--- config.mk ---
export PLATFORM = sky130hd
export DESIGN_NAME = fsy_frame_timing
export DESIGN_NICKNAME = d
export VERILOG_FILES = /design/src/rtl/fsy_event_gen.v /design/src/rtl/fsy_frame_timing.v /design/src/rtl/fsy_sync_capture.v
export VERILOG_INCLUDE_DIRS = /design/src /design/src/rtl
export SDC_FILE = /design/constraint.sdc
export NUM_CORES = 2
export LEC_CHECK = 0
export ABC_CLOCK_PERIOD_IN_PS = 3140
export BUFFER_PORTS_ARGS = -buffer_cell sky130_fd_sc_hd__buf_2
export CORE_ASPECT_RATIO = 1.4
export CORE_MARGIN = 3
export CORE_UTILIZATION = 25
export CTS_CLUSTER_DIAMETER = 150
export DETAILED_ROUTE_END_ITERATION = 8
export GPL_ROUTABILITY_DRIVEN = 0
export PLACE_DENSITY_LB_ADDON = 0.1
export SYNTH_ARGS = -nofsm -noshare
export SYNTH_HDL_FRONTEND = slang
export SYNTH_SLANG_ARGS = --single-unit
export TNS_END_PERCENT = 20
--- constraint.sdc ---
create_clock -name sys_clk -period 3.14 [get_ports sys_clk]
set_clock_uncertainty 0.1 [all_clocks]
set_input_delay 0.157 -clock sys_clk [delete_from_list [all_inputs] [get_ports sys_clk]]
set_output_delay 0.157 -clock sys_clk [all_outputs]
set_load 0.02 [all_outputs]
--- src/rtl/fsy_consts.vh ---
`ifndef FSY_CONSTS_VH
`define FSY_CONSTS_VH
// ----------------------------------------
// widths
// ----------------------------------------
`define FSY_TW 16
`define FSY_NUM_EVT 30
`define FSY_WDOG_W 24
`define FSY_GPS_W 32
// ----------------------------------------
// timing counts
// ----------------------------------------
`define FSY_FRAME_TC 16'h95ff
`define FSY_TICK_DIV 5'h19
`define FSY_FCLK_HIGH 16'h0780
`define FSY_ZERO_T 16'h0000
`define FSY_ONE_T 16'h0001
`define FSY_TICK_ONE 5'h01
`define FSY_WDOG_ONE 24'h000001
`define FSY_GPS_ONE 32'h00000001
// ----------------------------------------
// timer index and source select codes
// ----------------------------------------
`define FSY_T_ANT 0
`define FSY_T_SYS 1
`define FSY_SRC_ALT 1'b0
`define FSY_SRC_TICK 1'b1
`endif

--- src/rtl/fsy_event_gen.v ---
`timescale 1ns/1ps
`include "fsy_consts.vh"
// ----------------------------------------
// one timed event: period and offset against the chosen timer
// ----------------------------------------
module fsy_event_gen (
   input wire sys_clk,
   input wire arst_n,
   input wire enable,
   input wire timer_sel,
   input wire [`FSY_TW-1:0] period,
   input wire [`FSY_TW-1:0] offset,
   input wire tick_ant,
   input wire tick_sys,
   input wire frame_ant,
   input wire frame_sys,
   output wire strobe
);
   reg [`FSY_TW-1:0] phase_reg;
   reg [`FSY_TW-1:0] phase_next;
   reg strobe_reg;
   reg strobe_next;
   wire tick;
   wire frame;

   assign tick = timer_sel ? tick_sys : tick_ant;
   assign frame = timer_sel ? frame_sys : frame_ant;

   always @* begin
      phase_next = phase_reg;
      strobe_next = 1'b0;
      if (frame) begin
         phase_next = `FSY_ZERO_T;
         strobe_next = enable & (offset == `FSY_ZERO_T);
      end else if (tick) begin
         if (phase_reg >= period) begin
            phase_next = `FSY_ZERO_T;
         end else begin
            phase_next = phase_reg + `FSY_ONE_T;
         end
         strobe_next = enable & (phase_next == offset);
      end
   end

   always @(posedge sys_clk or negedge arst_n) begin
      if (!arst_n) begin
         phase_reg <= `FSY_ZERO_T;
         strobe_reg <= 1'b0;
      end else begin
         phase_reg <= phase_next;
         strobe_reg <= strobe_next;
      end
   end

   assign strobe = strobe_reg;
endmodule // fsy_event_gen

--- src/rtl/fsy_frame_timing.v ---
// Overview of operation
// - three sync pairs, align to any one
// - burst plus its clock form sync interface
// - alt_frame_sync high sample marks frame start
// - alt pair aligns antenna timer without RP1
// - system_tick_sync high sample marks system boundary
// - tick pair aligns system timer, any rate
// - frame alignment exported on frame_clock_out
// - watchdog flags missing RP1 sync update
// - antenna_frame_timer tracks frame time for events
// - gps_time_counter holds time of day
// - system timer follows burst in RP1 mode
// - timers separate, each event picks one
// - thirty programmable timed events
// - periodic strobes with period and offset
// - events broadcast to cores, DMA, timers
// - dedicated error and alarm event lines
// - timing via events and readable timer values
// - after reset non-RP1 mode, bit 0
// - count after sync and arm, halt stops
// - outputs low during reset
`timescale 1ns/1ps
`include "fsy_consts.vh"
module fsy_frame_timing (
   input wire sys_clk,
   input wire arst_n,
   input wire rp1_sync_burst,
   input wire rp1_sync_clock,
   input wire alt_frame_sync,
   input wire alt_frame_clock,
   input wire system_tick_sync,
   input wire system_tick_clock,
   input wire sync_mode,
   input wire sys_src_sel,
   input wire [1:0] timer_arm,
   input wire [1:0] timer_halt,
   input wire [`FSY_WDOG_W-1:0] wdog_limit,
   input wire [`FSY_GPS_W-1:0] gps_time_init,
   input wire [`FSY_NUM_EVT-1:0] evt_enable,
   input wire [`FSY_NUM_EVT-1:0] evt_timer_sel,
   input wire [`FSY_NUM_EVT*`FSY_TW-1:0] evt_period,
   input wire [`FSY_NUM_EVT*`FSY_TW-1:0] evt_offset,
   output wire [`FSY_NUM_EVT-1:0] system_event,
   output wire frame_clock_out,
   output wire error_event,
   output wire alarm_event,
   output wire [`FSY_TW-1:0] antenna_frame_timer,
   output wire [`FSY_TW-1:0] system_timer,
   output wire [`FSY_GPS_W-1:0] gps_time_counter,
   output wire wdog_expired,
   output wire [1:0] timer_running
);
   // ----------------------------------------
   // timer state codes
   // ----------------------------------------
   localparam ST_IDLE = 4'h1;
   localparam ST_WAIT = 4'h2;
   localparam ST_RUN = 4'h4;
   localparam ST_HALT = 4'h8;

   // ----------------------------------------
   // sync pair capture
   // ----------------------------------------
   wire bnd_rp1;
   wire bnd_alt;
   wire bnd_tick;

   // burst decoding is not done here: a high burst bit sampled on the
   // sync clock is taken as the frame mark
   fsy_sync_capture u_cap_rp1 (
      .sys_clk(sys_clk),
      .arst_n(arst_n),
      .sync_pin(rp1_sync_burst),
      .clock_pin(rp1_sync_clock),
      .boundary(bnd_rp1)
   );

   fsy_sync_capture u_cap_alt (
      .sys_clk(sys_clk),
      .arst_n(arst_n),
      .sync_pin(alt_frame_sync),
      .clock_pin(alt_frame_clock),
      .boundary(bnd_alt)
   );

   fsy_sync_capture u_cap_tick (
      .sys_clk(sys_clk),
      .arst_n(arst_n),
      .sync_pin(system_tick_sync),
      .clock_pin(system_tick_clock),
      .boundary(bnd_tick)
   );

   // ----------------------------------------
   // mode and source selection
   // ----------------------------------------
   reg mode_reg;
   wire [1:0] bnd_sel;

   always @(posedge sys_clk or negedge arst_n) begin
      if (!arst_n) begin
         mode_reg <= 1'b0;
      end else begin
         mode_reg <= sync_mode;
      end
   end

   assign bnd_sel[`FSY_T_ANT] = mode_reg ? bnd_rp1 : bnd_alt;
   // in burst mode both timers follow the burst frame mark
   assign bnd_sel[`FSY_T_SYS] = mode_reg ? bnd_rp1 :
      ((sys_src_sel == `FSY_SRC_TICK) ? bnd_tick : bnd_alt);

   // ----------------------------------------
   // chip tick divider
   // ----------------------------------------
   reg [4:0] div_reg;
   reg tick_reg;

   // the chip rate is no integer fraction of sys_clk; the divider
   // gives a nearby rate and the frame marks keep the timers aligned
   always @(posedge sys_clk or negedge arst_n) begin
      if (!arst_n) begin
         div_reg <= 5'h00;
         tick_reg <= 1'b0;
      end else begin
         if (div_reg == `FSY_TICK_DIV) begin
            div_reg <= 5'h00;
            tick_reg <= 1'b1;
         end else begin
            div_reg <= div_reg + `FSY_TICK_ONE;
            tick_reg <= 1'b0;
         end
      end
   end

   // ----------------------------------------
   // antenna frame timer and system timer
   // ----------------------------------------
   wire [2*`FSY_TW-1:0] tmr_all;
   wire [1:0] frame_all;
   wire [1:0] tick_all;
   wire [1:0] run_all;
   wire [1:0] start_all;
   wire [1:0] misalign_all;

   genvar k;
   generate
      for (k = 0; k < 2; k = k + 1) begin : g_tmr
         reg [3:0] st_reg;
         reg [`FSY_TW-1:0] cnt_reg;
         reg frame_reg;
         reg tickq_reg;
         reg start_reg;
         reg misalign_reg;
         wire at_tc;

         assign at_tc = (cnt_reg == `FSY_FRAME_TC);

         always @(posedge sys_clk or negedge arst_n) begin
            if (!arst_n) begin
               st_reg <= ST_IDLE;
               cnt_reg <= `FSY_ZERO_T;
               frame_reg <= 1'b0;
               tickq_reg <= 1'b0;
               start_reg <= 1'b0;
               misalign_reg <= 1'b0;
            end else begin
               frame_reg <= 1'b0;
               tickq_reg <= 1'b0;
               start_reg <= 1'b0;
               misalign_reg <= 1'b0;
               case (st_reg)
                  ST_IDLE: begin
                     if (timer_arm[k]) begin
                        st_reg <= ST_WAIT;
                     end
                  end
                  ST_WAIT: begin
                     if (!timer_arm[k]) begin
                        st_reg <= ST_IDLE;
                     end else if (bnd_sel[k]) begin
                        st_reg <= ST_RUN;
                        cnt_reg <= `FSY_ZERO_T;
                        frame_reg <= 1'b1;
                        start_reg <= 1'b1;
                     end
                  end
                  ST_RUN: begin
                     if (!timer_arm[k]) begin
                        st_reg <= ST_IDLE;
                     end else if (timer_halt[k]) begin
                        st_reg <= ST_HALT;
                     end else if (bnd_sel[k]) begin
                        // realign; a mark away from the frame edge is an alarm
                        cnt_reg <= `FSY_ZERO_T;
                        frame_reg <= 1'b1;
                        misalign_reg <= ~at_tc & (cnt_reg != `FSY_ZERO_T);
                     end else if (tick_reg) begin
                        tickq_reg <= 1'b1;
                        if (at_tc) begin
                           cnt_reg <= `FSY_ZERO_T;
                           frame_reg <= 1'b1;
                        end else begin
                           cnt_reg <= cnt_reg + `FSY_ONE_T;
                        end
                     end
                  end
                  ST_HALT: begin
                     if (!timer_arm[k]) begin
                        st_reg <= ST_IDLE;
                     end else if (!timer_halt[k]) begin
                        st_reg <= ST_RUN;
                     end
                  end
                  default: begin
                     st_reg <= ST_IDLE;
                  end
               endcase
            end
         end

         assign tmr_all[k*`FSY_TW +: `FSY_TW] = cnt_reg;
         assign frame_all[k] = frame_reg;
         assign tick_all[k] = tickq_reg;
         assign run_all[k] = (st_reg == ST_RUN);
         assign start_all[k] = start_reg;
         assign misalign_all[k] = misalign_reg;
      end
   endgenerate

   // ----------------------------------------
   // time of day
   // ----------------------------------------
   reg [`FSY_GPS_W-1:0] gps_reg;

   // counts antenna frames from the value loaded at the first frame mark
   always @(posedge sys_clk or negedge arst_n) begin
      if (!arst_n) begin
         gps_reg <= {`FSY_GPS_W{1'b0}};
      end else if (start_all[`FSY_T_ANT]) begin
         gps_reg <= gps_time_init;
      end else if (frame_all[`FSY_T_ANT]) begin
         gps_reg <= gps_reg + `FSY_GPS_ONE;
      end
   end

   // ----------------------------------------
   // watchdog on burst updates
   // ----------------------------------------
   reg [`FSY_WDOG_W-1:0] wd_cnt_reg;
   reg wd_exp_reg;
   reg err_reg;
   wire wd_hit;

   // only watched while in burst mode with the antenna timer armed
   assign wd_hit = mode_reg & timer_arm[`FSY_T_ANT] & ~bnd_rp1 & (wd_cnt_reg == wdog_limit);

   always @(posedge sys_clk or negedge arst_n) begin
      if (!arst_n) begin
         wd_cnt_reg <= {`FSY_WDOG_W{1'b0}};
         wd_exp_reg <= 1'b0;
         err_reg <= 1'b0;
      end else begin
         err_reg <= wd_hit;
         if (!mode_reg || !timer_arm[`FSY_T_ANT]) begin
            wd_cnt_reg <= {`FSY_WDOG_W{1'b0}};
            wd_exp_reg <= 1'b0;
         end else if (bnd_rp1 || wd_hit) begin
            wd_cnt_reg <= {`FSY_WDOG_W{1'b0}};
            // a clearing mark wins over expiry in the same cycle
            wd_exp_reg <= wd_hit | (wd_exp_reg & ~bnd_rp1);
         end else begin
            wd_cnt_reg <= wd_cnt_reg + `FSY_WDOG_ONE;
         end
      end
   end

   // ----------------------------------------
   // alarm and exported frame clock
   // ----------------------------------------
   reg alarm_reg;
   reg fclk_reg;
   reg [1:0] run_reg;

   always @(posedge sys_clk or negedge arst_n) begin
      if (!arst_n) begin
         alarm_reg <= 1'b0;
         fclk_reg <= 1'b0;
         run_reg <= 2'h0;
      end else begin
         alarm_reg <= |misalign_all;
         fclk_reg <= run_all[`FSY_T_ANT] & (tmr_all[`FSY_TW-1:0] < `FSY_FCLK_HIGH);
         run_reg <= run_all;
      end
   end

   // ----------------------------------------
   // event generators
   // ----------------------------------------
   genvar e;
   generate
      for (e = 0; e < `FSY_NUM_EVT; e = e + 1) begin : g_evt
         fsy_event_gen u_evt (
            .sys_clk(sys_clk),
            .arst_n(arst_n),
            .enable(evt_enable[e]),
            .timer_sel(evt_timer_sel[e]),
            .period(evt_period[e*`FSY_TW +: `FSY_TW]),
            .offset(evt_offset[e*`FSY_TW +: `FSY_TW]),
            .tick_ant(tick_all[`FSY_T_ANT]),
            .tick_sys(tick_all[`FSY_T_SYS]),
            .frame_ant(frame_all[`FSY_T_ANT]),
            .frame_sys(frame_all[`FSY_T_SYS]),
            .strobe(system_event[e])
         );
      end
   endgenerate

   // ----------------------------------------
   // outputs, all from flip-flops cleared by reset
   // ----------------------------------------
   assign antenna_frame_timer = tmr_all[`FSY_TW-1:0];
   assign system_timer = tmr_all[2*`FSY_TW-1:`FSY_TW];
   assign gps_time_counter = gps_reg;
   assign frame_clock_out = fclk_reg;
   assign error_event = err_reg;
   assign alarm_event = alarm_reg;
   assign wdog_expired = wd_exp_reg;
   assign timer_running = run_reg;
endmodule // fsy_frame_timing

--- src/rtl/fsy_sync_capture.v ---
`timescale 1ns/1ps
// ----------------------------------------
// sync pair capture: three-stage synchronisers, edge find on the pair clock
// ----------------------------------------
module fsy_sync_capture (
   input wire sys_clk,
   input wire arst_n,
   input wire sync_pin,
   input wire clock_pin,
   output wire boundary
);
   reg [2:0] clk_sr_reg;
   reg [2:0] sync_sr_reg;
   reg clk_lvl_reg;
   reg sync_lvl_reg;
   reg [1:0] sync_dly_reg;
   reg boundary_reg;
   wire clk_rise;

   // a change counts only once stages two and three agree
   assign clk_rise = clk_sr_reg[1] & clk_sr_reg[2] & ~clk_lvl_reg;

   always @(posedge sys_clk or negedge arst_n) begin
      if (!arst_n) begin
         clk_sr_reg <= 3'h0;
         sync_sr_reg <= 3'h0;
         clk_lvl_reg <= 1'b0;
         sync_lvl_reg <= 1'b0;
         sync_dly_reg <= 2'h0;
         boundary_reg <= 1'b0;
      end else begin
         clk_sr_reg <= {clk_sr_reg[1:0], clock_pin};
         sync_sr_reg <= {sync_sr_reg[1:0], sync_pin};
         if (clk_sr_reg[1] == clk_sr_reg[2]) begin
            clk_lvl_reg <= clk_sr_reg[2];
         end
         if (sync_sr_reg[1] == sync_sr_reg[2]) begin
            sync_lvl_reg <= sync_sr_reg[2];
         end
         // use the sync level from before the edge: the source changes sync on that same edge
         sync_dly_reg <= {sync_dly_reg[0], sync_lvl_reg};
         boundary_reg <= clk_rise & sync_dly_reg[1];
      end
   end

   assign boundary = boundary_reg;
endmodule // fsy_sync_capture

==> impl_metrics.tcl <==
set metrics [dict create \
    dr_vias 69600 \
    drc 0 \
    dpl_worst_slack_ps -235 \
    report.final.setup_viol 0 \
    synth_async_sr_flop_share_pct 100 \
    max-clock-path-buffers 3 \
    grt_max_degree 83 \
    final.min_clock_period_ps 3080 \
    grt_pass1_vias 70400 \
    n_fill_cell 26400 \
    globalRouteMet3Util_pct 3.93 \
    finalCritPeriodShare_pct 98.1 \
    largest_register_ffs 480 \
    max_cap_violations 0 \
    global_route.usage.met2_pct 39.9 \
    worst_ir_drop_vdd_mv 0.474 \
    numPlacedInstances 12900 \
    area_enclosed_by_the_die_boundary_um2 256000 \
    layout.cells.non_filler 13800 \
    via_per_inst 5.04 \
    io_count 1190 \
    synth-seq-cells 659 \
    status "finished clean" \
    layout_setup_ws_ps 59.3 \
    grtUsageMet1_pct 24.3 \
    cts_tree "done" \
    cp.arrival_ps 3610 \
    clk_pin_slew_worst_paths_ps 70 \
    dp_hpwl_um 235000 \
    leading_cell_type_in_the_layout_fill_and_taps_excluded "sky130_fd_sc_hd__buf_2" \
    numClockSinks 659 \
    worst_setup_path_end_kind "register" \
    crit_path_start "g_evt[15].u_evt.phase_reg[9]" \
    mappedNetlistNets 9750 \
    maxSlewHeadroom_pct 52.3 \
    root_buffer "sky130_fd_sc_hd__clkbuf_16" \
    cellPowerDensity_nw_per_um2 287 \
    ys_dominant_reg_cell "sky130_fd_sc_hd__dfrtp_1" \
    totalWireLength_um 290000 \
    area_growth_syn_to_layout_pct 38.8 \
    global_route.usage.total_pct 21.6 \
    final_util_pct 35.0 \
    fmax_mhz 325 \
    yosysUniqueCellTypes 90 \
    core_area_um2 248000 \
    cts_made_buffers 91 \
    worst_skew_pair.late_latency_ps 720 \
    syn-instance-count 8139 \
    drtAntennaViolNets 0 \
    timing.rr.start "g_evt[15].u_evt.phase_reg[9]" \
    timing.critical_path.fanout_max 8 \
    commonest_cells_after_routing_fill_and_taps_aside "sky130_fd_sc_hd__buf_2, sky130_fd_sc_hd__nor2_1, sky130_fd_sc_hd__a21oi_1" \
    wire_length_of_the_first_global_routing_pass_um 433000 \
    grt_setup_unrepaired "yes" \
    detail_routed_net_length_per_standard_cell_um 21.0 \
    first_iter_violations 3966 \
    synth-seq-area-share_pct 26.4 \
    hold_path_startpoint "evt_offset[329]" \
    worst_pin_slew_ps 702 \
    rows 216 \
    synth_edf_count 0 \
    timing.final.max_slew_violations 0 \
    synth.cell_area_um2 62600 \
    hold_viol_final 0 \
    grt_antenna_before_repair 135 \
    grt-busiest-layer "met2" \
    chipWidth_um 429 \
    h_tree_lvl_count 3 \
    start_util_pct 25.2 \
    post_layout_nets 12000 \
    synth.yosys.warnings 0 \
    drt-pass1-iter-count 6 \
    p_leak_uw 0.0399 \
    drive_gt1_share_pct 21.2 \
    floorplan.die.height_um 598 \
    gr-total-overflow 0 \
    syn_avg_cell_area_um2 7.69 \
    timing.critical_path.from_type "register" \
    port-buffer-count 1189 \
    criticalPathCategory "reg2reg" \
    min_path_type "in2reg" \
    crit_required_ps 3670 \
]
## stage by stage
| step | total power, uW | setup TNS, ps | instance area (um2) | hold WS, ps |
|---|---|---|---|---|
| after global placement | 13200 | -1030 | 76400 | 104 |
| after floorplan | 11000 | 0 | 62600 | -239 |
| final | 24900 | 0 | 86800 | 72.0 |
| after detailed placement | 13300 | -1540 | 76400 | 106 |
| after CTS | 25400 | -86.0 | 86000 | 0.263 |
| after global routing | 26200 | -617 | 86800 | 5.31 |
## worst max-delay path, stage by stage, from the launching register on
cell,delay [ps]
sky130_fd_sc_hd__dfrtp_1,380
sky130_fd_sc_hd__ha_1,290
sky130_fd_sc_hd__a21o_1,180
sky130_fd_sc_hd__a21o_1,170
sky130_fd_sc_hd__a221o_1,340
sky130_fd_sc_hd__a2111o_1,480
sky130_fd_sc_hd__buf_4,190
sky130_fd_sc_hd__o21ai_0,150
sky130_fd_sc_hd__nand3_1,80
sky130_fd_sc_hd__or4b_1,500
sky130_fd_sc_hd__o22ai_2,140
## worst paths after layout
check | slack, ps | endpoint | cells past startpoint
setup / recovery | 60 | g_evt[15].u_evt.strobe | 10
hold / removal | 70 | g_evt[20].u_evt.strobe | 7
setup reg to reg | 60 | g_evt[15].u_evt.strobe | 10
hold reg to reg | 210 | u_cap_alt.sync_dly_reg[1] | 0
max in group asynchronous | 2120 | g_evt[23].u_evt.phase_reg[2] | 4
min in group asynchronous | 140 | g_evt[0].u_evt.phase_reg[3] | 3
## cells by family after synthesis
family | count (synthesis) | synth area share (%)
simple gates | 3219 | 26.7
compound gates | 1963 | 18.5
buf+inv | 939 | 5.85
xor+xnor | 715 | 10.1
flops | 659 | 26.4
fa+ha+maj | 525 | 10.5
mux | 119 | 2.02
## timing repair
item	in CTS	in global routing
setup buffers	0	9
gates resized for setup	11	130
hold endpoints to repair	1002	0
hold buffers	644	0
pin swaps	1	34
endpoints found under the setup margin	20	122
gates cloned	0	2
## per-layer routing
layer  up-vias  part of all wire, %
met3       536                  5.0
met4        88                  4.5
met2      1766                   51
met1     33400                   39
met5         -                 0.21
li1      33800                    -
## power by group
part	switching [uW]	total (uW)	leakage, uW	internal (uW)
sequential	332	9110	0.00887	8780
combinational	2520	4700	0.0296	2180
clock	4670	11100	0.00150	6430
total	7520	24900	0.0399	17400
## cell usage after synthesis (all sizes together) (27+ instances only)
| cell type | number | area, um2 |
|---|---|---|
| o21a | 30 | 225 |
| nor4 | 140 | 922 |
| nor2 | 846 | 3180 |
| a21o | 36 | 270 |
| or3 | 58 | 368 |
| nor3 | 203 | 1020 |
| buf | 58 | 349 |
| inv | 622 | 2330 |
| mux2 | 57 | 642 |
| a2111oi | 27 | 236 |
| nor2b | 96 | 601 |
| or2 | 30 | 188 |
| nand4 | 180 | 1130 |
| nand3 | 303 | 1520 |
| mux2i | 62 | 621 |
| dfrtp | 657 | 16400 |
| nand3b | 178 | 1340 |
| a211oi | 43 | 328 |
| nand2 | 654 | 2450 |
| and4 | 47 | 412 |
| a21oi | 710 | 3550 |
| o31ai | 62 | 465 |
| nand2b | 75 | 469 |
| xor2 | 355 | 3110 |
| o32ai | 61 | 534 |
| and3 | 143 | 895 |
| o22ai | 50 | 313 |
| nor4b | 89 | 780 |
| clkbuf | 259 | 973 |
| ha | 521 | 6520 |
| nor3b | 75 | 563 |
| a31oi | 97 | 607 |
| xnor2 | 358 | 3140 |
| o21ai | 637 | 3190 |
## area by class of cell
type	instances	area (um2)	area share, %
Timing Repair Buffer	2486	17600	20.2
Multi-Input combinational cell	6542	43100	49.6
Tap cell	3270	4090	4.71
Antenna cell	74	185	0.213
Clock inverter	35	485	0.559
Inverter	622	2330	2.69
Sequential cell	659	16500	19.0
Clock buffer	131	2600	2.99
Power figures use the tool's default switching activity.
